`src/shared/zcd_pkg.sv`:
```
package zcd_pkg;

  // Register indices, byte address is four times the index
  localparam logic [7:0] IDX_TIMER_B_MODE   = 8'h09;
  localparam logic [7:0] IDX_IRQ_EDGE_MODE  = 8'h10;
  localparam logic [7:0] IDX_PORT_MODE_B    = 8'h11;
  localparam logic [7:0] IDX_IRQ_STATUS     = 8'h20;
  localparam logic [7:0] IDX_IRQ_MASK       = 8'h21;
  localparam logic [7:0] IDX_PORT_BIT       = 8'h22;

  // Reset values
  localparam logic [3:0] RST_TIMER_B_MODE   = 4'h0;
  localparam logic [3:0] RST_IRQ_EDGE_MODE  = 4'h0;
  localparam logic [3:0] RST_PORT_MODE_B    = 4'h0;
  localparam logic [3:0] RST_IRQ_STATUS     = 4'h0;
  localparam logic [3:0] RST_IRQ_MASK       = 4'h0;
  localparam logic [1:0] RST_PORT_BIT       = 2'h0;

  // Pin function codes in port mode B bits 1..0
  localparam logic [1:0] PMB_ZC_LOW         = 2'h0;
  localparam logic [1:0] PMB_ZC_HIGH        = 2'h1;
  localparam logic [1:0] PMB_PORT           = 2'h2;
  localparam logic [1:0] PMB_EVENT          = 2'h3;

  // Field positions
  localparam int         TMB_SRC_MSB        = 2;
  localparam logic [2:0] TMB_SRC_EXT        = 3'h7;
  localparam int         IEM_RISE_POS       = 0;
  localparam int         IEM_BOTH_POS       = 1;
  localparam int         STAT_ZC_POS        = 0;
  localparam int         PORT_DATA_POS      = 0;
  localparam int         PORT_DIR_POS       = 1;
  localparam int         PORT_PIN_POS       = 2;

  // Synchroniser channels
  localparam int         CH_COMP            = 0;
  localparam int         CH_PIN             = 1;
  localparam int         NUM_CH             = 2;

endpackage

```
`src/shared/zcd_edge_if.sv`:
```
`timescale 1ns/1ps
`default_nettype none
interface zcd_edge_if #(
  parameter int N = 2
);
  logic [N-1:0] raw;
  logic [N-1:0] level;
  logic [N-1:0] rise;
  logic [N-1:0] fall;

  modport sync_side (input raw, output level, output rise, output fall);
  modport user_side (output raw, input level, input rise, input fall);
endinterface
`default_nettype wire

```
`src/logic/zcd_edge_sync.sv`:
```
`timescale 1ns/1ps
`default_nettype none
module zcd_edge_sync #(
  parameter int N = 2
) (
  // Clock and reset
  input  wire logic ref_clk_i,
  input  wire logic resetn_i,
  // Channels
  zcd_edge_if.sync_side ch
);

  logic [N-1:0] meta_ff;
  logic [N-1:0] sync_ff;
  logic [N-1:0] prev_ff;

  genvar g;
  generate
    for (g = 0; g < N; g++) begin : gen_ch
      // Two-flop sync then edge
      always_ff @(posedge ref_clk_i or negedge resetn_i) begin
        if (!resetn_i) begin
          meta_ff[g] <= 1'b0;
          sync_ff[g] <= 1'b0;
          prev_ff[g] <= 1'b0;
        end else begin
          meta_ff[g] <= ch.raw[g];
          sync_ff[g] <= meta_ff[g];
          prev_ff[g] <= sync_ff[g];
        end
      end
      assign ch.level[g] = sync_ff[g];
      assign ch.rise[g]  = sync_ff[g] & ~prev_ff[g];
      assign ch.fall[g]  = ~sync_ff[g] & prev_ff[g];
    end
  endgenerate

endmodule
`default_nettype wire

```
`src/logic/zcd_ctrl.sv`:
```
`timescale 1ns/1ps
`default_nettype none
module zcd_ctrl (
  // Clock and reset
  input  wire logic        ref_clk_i,
  input  wire logic        resetn_i,
  // APB slave
  input  wire logic        psel_i,
  input  wire logic        penable_i,
  input  wire logic        pwrite_i,
  input  wire logic [11:0] paddr_i,
  input  wire logic [31:0] pwdata_i,
  input  wire logic [3:0]  pstrb_i,
  output logic [31:0]      prdata_o,
  output logic             pready_o,
  output logic             pslverr_o,
  // Analog front end
  input  wire logic        zc_comp_i,
  output logic             zc_bias_en_o,
  output logic             zc_high_sens_o,
  output logic             zc_square_o,
  // Shared pin
  input  wire logic        general_port_bit8_i,
  output logic             general_port_bit8_o,
  output logic             general_port_bit8_oe_o,
  // MCU mode
  input  wire logic        subactive_i,
  // Timer B event clock
  output logic             timer_b_tick_o,
  // Interrupt
  output logic             irq_o
);

  logic [3:0] timer_b_mode_ff;
  logic [3:0] interrupt_edge_mode_ff;
  logic [3:0] port_mode_b_ff;
  logic [3:0] irq_status_ff;
  logic [3:0] irq_mask_ff;
  logic [1:0] port_bit_ff;
  logic       square_ff;
  logic       tick_ff;
  logic [31:0] prdata_ff;
  logic [3:0] nxt_irq_status;

  zcd_edge_if #(.N(zcd_pkg::NUM_CH)) edges ();

  // Comparator and pin both come from outside the clock domain
  assign edges.raw[zcd_pkg::CH_COMP] = zc_comp_i;
  assign edges.raw[zcd_pkg::CH_PIN]  = general_port_bit8_i;

  zcd_edge_sync #(
    .N (zcd_pkg::NUM_CH)
  ) u_sync (
    .ref_clk_i (ref_clk_i),
    .resetn_i  (resetn_i),
    .ch        (edges.sync_side)
  );

  // Bus decode
  wire logic [7:0] reg_idx   = paddr_i[9:2];
  wire logic       addr_hi0  = (paddr_i[11:10] == 2'h0) && (paddr_i[1:0] == 2'h0);
  wire logic       hit_tmb   = addr_hi0 && (reg_idx == zcd_pkg::IDX_TIMER_B_MODE);
  wire logic       hit_iem   = addr_hi0 && (reg_idx == zcd_pkg::IDX_IRQ_EDGE_MODE);
  wire logic       hit_pmb   = addr_hi0 && (reg_idx == zcd_pkg::IDX_PORT_MODE_B);
  wire logic       hit_stat  = addr_hi0 && (reg_idx == zcd_pkg::IDX_IRQ_STATUS);
  wire logic       hit_mask  = addr_hi0 && (reg_idx == zcd_pkg::IDX_IRQ_MASK);
  wire logic       hit_port  = addr_hi0 && (reg_idx == zcd_pkg::IDX_PORT_BIT);
  wire logic       hit_any   = hit_tmb | hit_iem | hit_pmb | hit_stat | hit_mask | hit_port;
  wire logic       acc       = psel_i & penable_i;
  wire logic       wr_en     = acc & pwrite_i & pstrb_i[0];
  wire logic       setup_rd  = psel_i & ~penable_i & ~pwrite_i;

  wire logic [1:0] pin_fn    = port_mode_b_ff[1:0];
  wire logic       fn_detect = (pin_fn == zcd_pkg::PMB_ZC_LOW) || (pin_fn == zcd_pkg::PMB_ZC_HIGH);
  wire logic       fn_port   = (pin_fn == zcd_pkg::PMB_PORT);
  wire logic       fn_event  = (pin_fn == zcd_pkg::PMB_EVENT);

  wire logic       high_req  = (pin_fn == zcd_pkg::PMB_ZC_HIGH);

  wire logic       edge_rise = interrupt_edge_mode_ff[zcd_pkg::IEM_RISE_POS];
  wire logic       edge_both = interrupt_edge_mode_ff[zcd_pkg::IEM_BOTH_POS];
  wire logic       zc_rise   = edges.rise[zcd_pkg::CH_COMP];
  wire logic       zc_fall   = edges.fall[zcd_pkg::CH_COMP];
  wire logic       zc_event  = fn_detect &&
                               (edge_both ? (zc_rise | zc_fall) : (edge_rise ? zc_rise : zc_fall));

  wire logic       tmb_ext   = (timer_b_mode_ff[zcd_pkg::TMB_SRC_MSB:0] == zcd_pkg::TMB_SRC_EXT);
  wire logic       evt_fall  = edges.fall[zcd_pkg::CH_PIN];
  wire logic       nxt_tick  = tmb_ext && ((fn_detect && zc_rise) || (fn_event && evt_fall));

  // Status clear by writing one
  wire logic [3:0] stat_clr  = (wr_en && hit_stat) ? pwdata_i[3:0] : 4'h0;

  always_comb begin
    nxt_irq_status = irq_status_ff & ~stat_clr;
    if (zc_event) begin
      nxt_irq_status[zcd_pkg::STAT_ZC_POS] = 1'b1;
    end
  end

  // Read mux
  wire logic [3:0] rd_port   = {1'b0, edges.level[zcd_pkg::CH_PIN], port_bit_ff};
  wire logic [3:0] rd_val    = hit_iem  ? interrupt_edge_mode_ff :
                               hit_stat ? irq_status_ff :
                               hit_mask ? irq_mask_ff :
                               hit_port ? rd_port : 4'h0;

  always_ff @(posedge ref_clk_i or negedge resetn_i) begin
    if (!resetn_i) begin
      port_mode_b_ff <= zcd_pkg::RST_PORT_MODE_B;
    end else if (wr_en && hit_pmb) begin
      port_mode_b_ff <= pwdata_i[3:0];
    end
  end

  always_ff @(posedge ref_clk_i or negedge resetn_i) begin
    if (!resetn_i) begin
      timer_b_mode_ff <= zcd_pkg::RST_TIMER_B_MODE;
    end else if (wr_en && hit_tmb) begin
      timer_b_mode_ff <= pwdata_i[3:0];
    end
  end

  always_ff @(posedge ref_clk_i or negedge resetn_i) begin
    if (!resetn_i) begin
      interrupt_edge_mode_ff <= zcd_pkg::RST_IRQ_EDGE_MODE;
    end else if (wr_en && hit_iem) begin
      interrupt_edge_mode_ff <= pwdata_i[3:0];
    end
  end

  always_ff @(posedge ref_clk_i or negedge resetn_i) begin
    if (!resetn_i) begin
      irq_mask_ff <= zcd_pkg::RST_IRQ_MASK;
    end else if (wr_en && hit_mask) begin
      irq_mask_ff <= pwdata_i[3:0];
    end
  end

  always_ff @(posedge ref_clk_i or negedge resetn_i) begin
    if (!resetn_i) begin
      port_bit_ff <= zcd_pkg::RST_PORT_BIT;
    end else if (wr_en && hit_port) begin
      port_bit_ff <= pwdata_i[1:0];
    end
  end

  always_ff @(posedge ref_clk_i or negedge resetn_i) begin
    if (!resetn_i) begin
      irq_status_ff <= zcd_pkg::RST_IRQ_STATUS;
    end else begin
      irq_status_ff <= nxt_irq_status;
    end
  end

  always_ff @(posedge ref_clk_i or negedge resetn_i) begin
    if (!resetn_i) begin
      square_ff <= 1'b0;
      tick_ff   <= 1'b0;
    end else begin
      square_ff <= edges.level[zcd_pkg::CH_COMP] & fn_detect;
      tick_ff   <= nxt_tick;
    end
  end

  // Read data taken in setup, held through access
  always_ff @(posedge ref_clk_i or negedge resetn_i) begin
    if (!resetn_i) begin
      prdata_ff <= 32'h0;
    end else if (setup_rd) begin
      prdata_ff <= {28'h0, rd_val};
    end
  end

  // Outputs
  assign prdata_o               = prdata_ff;
  assign pready_o               = 1'b1;
  assign pslverr_o              = acc & ~hit_any;
  assign zc_bias_en_o           = fn_detect;
  assign zc_high_sens_o         = high_req & ~subactive_i;
  assign zc_square_o            = square_ff;
  assign general_port_bit8_o    = port_bit_ff[zcd_pkg::PORT_DATA_POS];
  assign general_port_bit8_oe_o = fn_port & port_bit_ff[zcd_pkg::PORT_DIR_POS];
  assign timer_b_tick_o         = tick_ff;
  assign irq_o                  = |(irq_status_ff & irq_mask_ff);
endmodule
`default_nettype wire

```
`config.mk`:
```
export PLATFORM = sky130hd
export DESIGN_NAME = zcd_ctrl
export DESIGN_NICKNAME = d
export VERILOG_FILES = /design/src/shared/zcd_pkg.sv /design/src/shared/zcd_edge_if.sv /design/src/logic/zcd_edge_sync.sv /design/src/logic/zcd_ctrl.sv
export SDC_FILE = /design/constraint.sdc
export NUM_CORES = 1
export LEC_CHECK = 0
export CORE_UTILIZATION = 60
export CTS_BUF_LIST = sky130_fd_sc_hd__clkbuf_2
export DETAILED_ROUTE_END_ITERATION = 10
export DONT_BUFFER_PORTS = 1
export PLACE_DENSITY = 0.76
export SYNTH_ARGS = -nofsm -noshare
export SYNTH_HDL_FRONTEND = slang
export SYNTH_SLANG_ARGS = --single-unit
```
`constraint.sdc`:
```
create_clock -name ref_clk_i -period 1.6 [get_ports ref_clk_i]
set_input_delay 0.08 -clock ref_clk_i [delete_from_list [all_inputs] [get_ports ref_clk_i]]
set_output_delay 0.08 -clock ref_clk_i [all_outputs]
set_load 0.05 [all_outputs]
```
==> results.yml, run 1 <==
outcome:
  run_status: "complete, no violations"
synth:
  synth_most_common_cell: "dfrtp_1"
  synthTopCellsByCount: "dfrtp_1, buf_4, mux2_2"
  yosysSeqAreaShare_pct: 45.0
  synth_cell_types: 40
  synth.cell_area_sq_mm: 0.00172
  yosys_warnings: 0
  netlist.area_leader.share_pct: 45.0
  synthFlopType: "dfrtp_1"
  synth_seq_cells: 31
  synth_edf_count: 0
  synth.avg_cell_area_sq_um: 10.7
  yosysTopAreaCell: "dfrtp_1"
  synth_area_leaders: "dfrtp_1, buf_4, mux2_2, a22oi_1, nand2_1"
  async_flop_share_pct: 100
  syn_inst: 161
run:
  drv_cap: 0
cells_and_area:
  nets: 241
  final_area_sq_mm: 0.00189
  drive_gt1_share_pct: 25.7
  n_antenna_cell: 0
  synthToLayoutAreaGrowth_pct: 9.59
clocking:
  clk_pin_slew_ns: 0.15
  cts_made_buffers: 5
  cts_tree: "yes"
  cts.sinks: 31
  htreeDepth: 2
  clockRootBuffer: "clkbuf_2"
  max-clock-path-buffers: 2
  clock_latency_ns: 0.38
detailed_routing:
  drt_iter0_drc: 39
  wire_per_inst_um: 15.6
  vias: 1188
  drt-vias-per-instance: 5.55
  first_pass_iters: 4
  wl_um: 3350
  ant_nets: 0
  drc: 0
floorplanning:
  start_util_pct: 63.0
  core_sq_mm: 0.00273
  io_pins: 97
  die_area_sq_mm: 0.00309
  fp.dieH_um: 55.6
  fp-row-count: 19
  die_w_um: 55.6
critical_path:
  critPathMaxFanout: 3
  worst_setup_path_end_kind: "flop"
  critPathKind: "flop to flop"
  cp.required_ns: 1.89
  cp-start-kind: "flop"
  crit_arrival_ns: 1.74
timing:
  fin_setup_tns_ns: 0
  hold-worst-slack_ns: 0.0487
  finalMaxSlewViolations: 0
  rsz0062_at_grt: "no"
  relSlewSlack_pct: 40.9
  fin_skew_ns: 0.0177
  setup_viol: 0
  period_share_pct: 90.7
  max_clock_freq_mhz: 689
  finalHoldViolations: 0
  period_minus_slack_ns: 1.45
  worst_pin_slew_ns: 0.885
placed_design:
  place_congestion: 0.847
  placed_cell_area_sq_mm: 0.00173
  io_buffers: 0
  dpl.hpwl_um: 2480
pwr:
  cellPowerDensity_mw_per_mm2: 832
  irDropWorstVdd_mv: 0.727
  p_leak_nw: 0.926
global_routing:
  track_usage_pct: 22.9
  grt_overflow_total: 0
  grt_first_pass_wirelength_um: 5280
  grt_pass1_vias: 1136
  antenna_found_initial: 0
  grt_max_degree: 32
min_path:
  hold_path_class: "input port to flop"
==> metal layers <==
metal / share of wire, % / global-route usage [%] / wire (um)
met2: 50 / 35.8 / 1670
met1: 40 / 28.0 / 1350
met5: 0 / 0 / 0
met3: 6.9 / 8.37 / 232
met4: 2.8 / 11.8 / 95
==> placed cells by master, fill, tap and decap left out, drive strengths merged, types with 2 or more instances in the layout <==
master        n
a211oi        2
a21boi        3
a21o          4
a21oi         3
a221oi        2
a22oi         6
buf          11
clkbuf        6
conb         29
dfrtp        31
dlygate4sd3   7
ha            2
inv           5
mux2         15
nand2        11
nand2b        2
nand4         2
nor2          5
nor2b         5
nor3          6
nor3b         2
o21ai         6
or2           2
or4           3
or4b          2
==> cells by family (layout without fill, tap and decap cells) <==
kind of cell,count (synthesis),after routing,share of synthesized area [%]
and+or+nand+nor,47,47,17.8
buffers and inverters,35,30,13.9
DFF,31,31,45.0
AOI/OAI and AO/OA,29,29,11.5
muxes,15,15,9.80
adders and majority gates,2,2,1.45
other,2,29,0.436
==> stage by stage <==
stage | std cells | util (%) | power (W) | setup slack [ns]
floorplan | 188 | - | 0.00107 | -0.0000612
global placement | 199 | 63.3 | 0.00103 | -0.0532
detailed placement | 199 | 63.3 | 0.00103 | -0.102
CTS | 214 | 68.9 | 0.00158 | 0.0701
global route | 214 | 69.1 | 0.00164 | 0.0746
finish | 214 | 69.1 | 0.00157 | 0.149
==> path summary, 6_finish.rpt <==
check | slack, ns | depth (start not counted) | end | startpoint
max | 0.15 | 6 | irq_status_ff[0] | u_sync.ch.level[0]
min | 0.05 | 3 | prdata_o[2] | pwrite_i
max reg2reg | 0.15 | 6 | irq_status_ff[0] | u_sync.ch.level[0]
min reg2reg | 0.36 | 0 | u_sync.ch.level[1] | u_sync.meta_ff[1]
max in group asynchronous | 1.31 | 2 | u_sync.ch.level[1] | resetn_i
min in group asynchronous | 0.11 | 2 | zc_square_o | resetn_i
==> sequential cells by signal, summed over array words and instances (netlist names), 2 cells and up <==
| name | flops |
|---|---|
| port_mode_b_ff | 2 |
| irq_mask_ff | 4 |
| u_sync.prev_ff | 2 |
| interrupt_edge_mode_ff | 4 |
| u_sync.meta_ff | 2 |
| u_sync.ch.level | 2 |
| timer_b_mode_ff | 3 |
| port_bit_ff | 2 |
| irq_status_ff | 4 |
| prdata_o | 4 |
==> power by group <==
group          switching (W)  leakage [nW]  internal, W
Combinational       0.000209         0.475    0.0000443
Clock               0.000251        0.0391     0.000264
Sequential        0.00000986         0.412     0.000794
Total               0.000470         0.926      0.00110
==> layout make-up <==
| cell class | instances | area [sq um] |
|---|---|---|
| inverters | 5 | 18.8 |
| repair buffers | 18 | 165 |
| fillers | 197 | 846 |
| flip-flops and latches | 31 | 776 |
| multi-input cells | 122 | 830 |
| clock inverters | 1 | 30.0 |
| well taps | 31 | 38.8 |
| clock buffers | 6 | 30.0 |
==> worst max-delay path, stage by stage, from the launching register on <==
cell and delay [ns]:
dfrtp_1 0.39, inv_1 0.08, ha_1 0.19, nor2b_1 0.12, a211oi_1 0.26, a21oi_1 0.09
a22o_1 0.24
==> timing repair <==
action                                 CTS  global route
setup endpoints to repair                1             1
setup buffers                            0             0
resized for setup                        1             1
endpoints found under the hold margin   52             0
hold buffers                             8             0
No activity file was read; power rests on OpenSTA's default activity.
==> inputs of run 2 (changes only) <==
Settings changed: BUFFER_PORTS_ARGS set to -buffer_cell sky130_fd_sc_hd__buf_2, CORE_UTILIZATION 60 to 41, DONT_BUFFER_PORTS 1 to unset, PLACE_DENSITY 0.76 to 0.78.
Clock period 1.6 ns to 1.2 ns, I/O delays scaled along.
==> run 2 against run 1 <==
The flow now finishes with violations (setup timing). Flip-flop and latch count is the same. Clock skew grew 0.0050 ns. First-iteration DRC count grew 110%. Critical path type is now input port to flop. Utilization shrank 6.8 points.
==> results.yml, run 2 (synthesis results as in run 1) <==
outcome:
  run_status: "finished, violations left"
  violations: "setup timing"
placed_design:
  io_buffers: 36
  dpl.hpwl_um: 2850
  place_ws_ns: -0.562
  dp.cells: 271
  place_congestion: 0.834
global_routing:
  grt_overflow_total: 0
  grt_pass1_vias: 1365
  grt_max_degree: 32
  antenna_found_initial: 0
  grt_first_pass_wirelength_um: 6680
  track_usage_pct: 20.6
timing:
  period_minus_slack_ns: 1.44
  fin_setup_tns_ns: -3.11
  rsz0062_at_grt: "yes"
  finalHoldViolations: 0
  setup_viol: 24
  max_clock_freq_mhz: 693
  fin_skew_ns: 0.0227
  finalMaxSlewViolations: 0
  period_share_pct: 120
  layout_setup_ws_ns: -0.243
cells_and_area:
  instances_no_fill: 295
  fillCellCount: 296
  post-route-util_pct: 62.2
  n_antenna_cell: 0
  drive_gt1_share_pct: 51.0
  synthToLayoutAreaGrowth_pct: 45.5
  nets: 303
  layout_common_cells: "dfrtp_1, buf_4, conb_1"
critical_path:
  cp.required_ns: 1.43
  worst_setup_path_end_kind: "flop"
  cp-start-kind: "input port"
  critPathKind: "input port to flop"
  cp_cell_sequence: "buf_6 -> or4_4 -> or2_4 -> nor3_4 -> mux2_2"
  critPathMaxFanout: 5
  slowest_stage: "or4_4"
  slowest_delay_ns: 0.56
  crit_arrival_ns: 1.68
clocking:
  cts_made_buffers: 5
  max-clock-path-buffers: 2
  cts_tree: "yes"
  htreeDepth: 2
  cts.sinks: 31
  clockRootBuffer: "clkbuf_2"
  clk_pin_slew_ns: 0.16
  clock_latency_ns: 0.34
detailed_routing:
  vias: 1429
  wl_um: 4160
  drt_iter0_drc: 82
  first_pass_iters: 4
  drc: 0
  drt-vias-per-instance: 4.84
  wire_per_inst_um: 14.1
  ant_nets: 0
run:
  drv_cap: 0
floorplanning:
  start_util_pct: 42.8
  core_sq_mm: 0.00403
  io_pins: 97
  die_area_sq_mm: 0.00447
  fp-row-count: 23
  fp.dieH_um: 66.8
  die_w_um: 66.8
min_path:
  hold_path_class: "input port to flop"
pwr:
  p_leak_nw: 1.28
  irDropWorstVdd_mv: 0.409
  cellPowerDensity_mw_per_mm2: 801
  p_total_w: 0.00201
## run 2: worst paths after layout
path,end,cells after the start,from,slack [ns]
setup reg to reg,irq_status_ff[0],6,u_sync.ch.level[0],-0.14
hold / removal,port_bit_ff[0],2,pwdata_i[0],0.07
setup / recovery,irq_mask_ff[3],5,paddr_i[0],-0.24
min in group asynchronous,port_bit_ff[0],3,resetn_i,0.19
hold reg to reg,u_sync.ch.level[0],0,u_sync.meta_ff[0],0.37
max in group asynchronous,u_sync.meta_ff[1],3,resetn_i,0.82
## run 2: final cells by class
| class | instances | area (sq um) | area share (%) |
|---|---|---|---|
| inverters | 5 | 18.8 | 0.749 |
| repair buffers | 80 | 614 | 24.5 |
| multi-input cells | 122 | 1000 | 39.9 |
| clock inverters | 2 | 8.76 | 0.349 |
| clock buffers | 5 | 25.0 | 0.998 |
| well taps | 50 | 62.6 | 2.50 |
| flip-flops and latches | 31 | 777 | 31.0 |
## run 2: power breakdown
group / switching, W / total, W / internal (W)
registers: 0.00000719 / 0.00107 / 0.00106
clock network: 0.000329 / 0.000453 / 0.000124
logic: 0.000342 / 0.000490 / 0.000148
## run 2: repair_timing
| action | CTS | global route |
|---|---|---|
| hold endpoints to repair | 38 | 0 |
| setup buffers | 9 | 5 |
| endpoints found under the setup margin | 24 | 28 |
| gates resized for setup | 40 | 17 |
| hold buffers | 6 | 0 |
| gates cloned | 0 | 0 |
| pin swaps | 14 | 8 |
## run 2: critical path, delay by kind of cell
family	cells	cell delay (ns)
muxes	1	0.37
buffers and inverters	1	0.09
and+or+nand+nor	3	1.16
## run 2: per-stage QoR
step	instance area (sq um)	hold WS (ns)
after floorplan	1870	-0.236
after global placement	2110	0.0212
after detailed placement	2110	0.0250
after CTS	2420	0.0218
after global routing	2510	0.0350
final	2510	0.0683
## run 2: metal layers
metal | GRT usage, % | part of all wire, %
met5 | 0 | 0
met4 | 6.12 | 0.41
met3 | 4.11 | 4.2
met2 | 33.8 | 51
met1 | 27.1 | 44
==> inputs of run 3 (changes only) <==
Settings changed: CAP_MARGIN set to 25, CORE_UTILIZATION 41 to 40, CTS_CLUSTER_SIZE set to 10, PLACE_DENSITY 0.78 to 0.76.
==> run 3 against run 2 <==
Critical path depth fell by 1. Global-route usage fell by 1.1 points. The flow still finishes with violations (setup timing). Critical path type is now flop to primary output. First-iteration DRC count fell by 22%. Utilization fell by 1.8 points. Critical endpoint is now irq_o. Non-clock buffer count fell by 7. Fmax rose by 5.3%. Final area fell by 2.2%. Combinational power fell by 2%. Via count fell by 1.2%. Cell count fell by 2.0%. Sequential power barely moved. Sequential share of layout area rose by 0.71 points.
==> results.yml, run 3 (synthesis results as in run 1) <==
global_routing:
  grt_first_pass_wirelength_um: 6490
  grt_max_degree: 18
  grt_overflow_total: 0
  antenna_found_initial: 0
  grt_pass1_vias: 1376
  track_usage_pct: 19.5
cells_and_area:
  n_antenna_cell: 0
  layout_common_cells: "dfrtp_1, conb_1, buf_2"
  synthToLayoutAreaGrowth_pct: 42.3
  drive_gt1_share_pct: 49.4
  layout_commonest_cell: "dfrtp_1"
  post-route-util_pct: 60.4
  fillCellCount: 327
  nets: 296
timing:
  max_clock_freq_mhz: 730
  finalHoldViolations: 0
  period_share_pct: 114
  layout_setup_ws_ns: -0.170
  period_minus_slack_ns: 1.37
  rsz0062_at_grt: "yes"
  setup_viol: 20
  fin_skew_ns: 0.00870
  finalMaxSlewViolations: 0
floorplanning:
  fp-row-count: 23
  io_pins: 97
  fp.dieH_um: 67.6
  die_area_sq_mm: 0.00457
  die_w_um: 67.6
  core_sq_mm: 0.00406
  start_util_pct: 42.5
outcome:
  run_status: "finished, violations left"
  violations: "setup timing"
clocking:
  max-clock-path-buffers: 2
  clockRootBuffer: "clkbuf_2"
  clock_latency_ns: 0.39
  htreeDepth: 2
  cts.sinks: 31
  clk_pin_slew_ns: 0.18
  cts_made_buffers: 5
  cts_tree: "yes"
detailed_routing:
  ant_nets: 0
  wl_um: 4090
  first_pass_iters: 4
  drc: 0
  drt_iter0_drc: 64
  vias: 1412
  wire_per_inst_um: 14.1
  drt-vias-per-instance: 4.89
critical_path:
  reg2reg_depth: 6
  cp.required_ns: 1.14
  critPathMaxFanout: 2
  critPathKind: "flop to primary output"
  cp-start-kind: "flop"
  worst_setup_path_end_kind: "primary output"
  reg2reg_to: "irq_status_ff[0]"
  crit_start: "irq_status_ff[0]"
  r2r_start: "u_sync.ch.level[0]"
  r2r_slack_ns: -0.10
  crit_arrival_ns: 1.31
placed_design:
  dpl.hpwl_um: 2990
  io_buffers: 36
  place_congestion: 0.802
run:
  drv_cap: 0
pwr:
  irDropWorstVdd_mv: 0.557
  cellPowerDensity_mw_per_mm2: 935
  p_total_w: 0.00229
  p_leak_nw: 1.24
min_path:
  hold_path_class: "input port to async pin"
-- run 3: worst max-delay path by stage --
stage                        endpoint  slack, ns  depth (start not counted)
finish                          irq_o      -0.17                          4
global route                    irq_o      -0.21                          4
CTS                             irq_o      -0.17                          4
detailed placement     irq_mask_ff[1]      -0.53                          5
global placement    port_mode_b_ff[0]      -0.52                          5
floorplan              irq_mask_ff[0]      -0.38                          4
-- run 3: per-stage QoR --
stage / std cells / setup TNS, ns / cell area [sq um] / setup WS [ns] / hold WS [ns]
floorplan: 188 / -6.11 / 1870 / -0.379 / -0.236
global placement: 269 / -10.37 / 2090 / -0.520 / -0.0179
finish: 289 / -1.75 / 2450 / -0.170 / 0.0881
detailed placement: 269 / -11.01 / 2090 / -0.534 / -0.00729
global route: 289 / -2.00 / 2450 / -0.212 / 0.113
CTS: 290 / -1.48 / 2430 / -0.175 / 0.0920
-- run 3: repair_timing --
item	CTS	global route
endpoints found under the setup margin	22	22
hold endpoints to repair	51	0
buffers inserted	7	0
pin swaps	16	2
hold buffers	7	0
gates resized for setup	41	6
-- run 3: critical path, cell delays in order, from the launching register on --
cell and delay, ns:
dfrtp_1 0.44, buf_6 0.13, a22oi_2 0.11, nand2_1 0.09
buf_6 0.16
-- run 3: routing by layer --
layer  global-route usage (%)  wire, um  vias to the layer above
met5                        0         0                        -
met4                     9.31        88                        0
met3                     2.53       154                        9
met2                     31.4      2090                       42
met1                     25.4      1750                      692
li1                         -         -                      669
-- run 3: area by class of cell --
cell class	instances	area [sq um]	area share, %
tap	50	62.6	2.55
multi-input combinational	122	971	39.6
inverter	5	21.3	0.868
clock inverter	3	43.8	1.79
sequential	31	777	31.7
timing repair buffer	73	551	22.5
clock buffer	5	25.0	1.02
-- run 3: where the power goes --
| group | internal, W | switching, W |
|---|---|---|
| sequential | 0.00106 | 0.00000711 |
| combinational | 0.000138 | 0.000340 |
| clock | 0.000353 | 0.000394 |
| total | 0.00155 | 0.000741 |
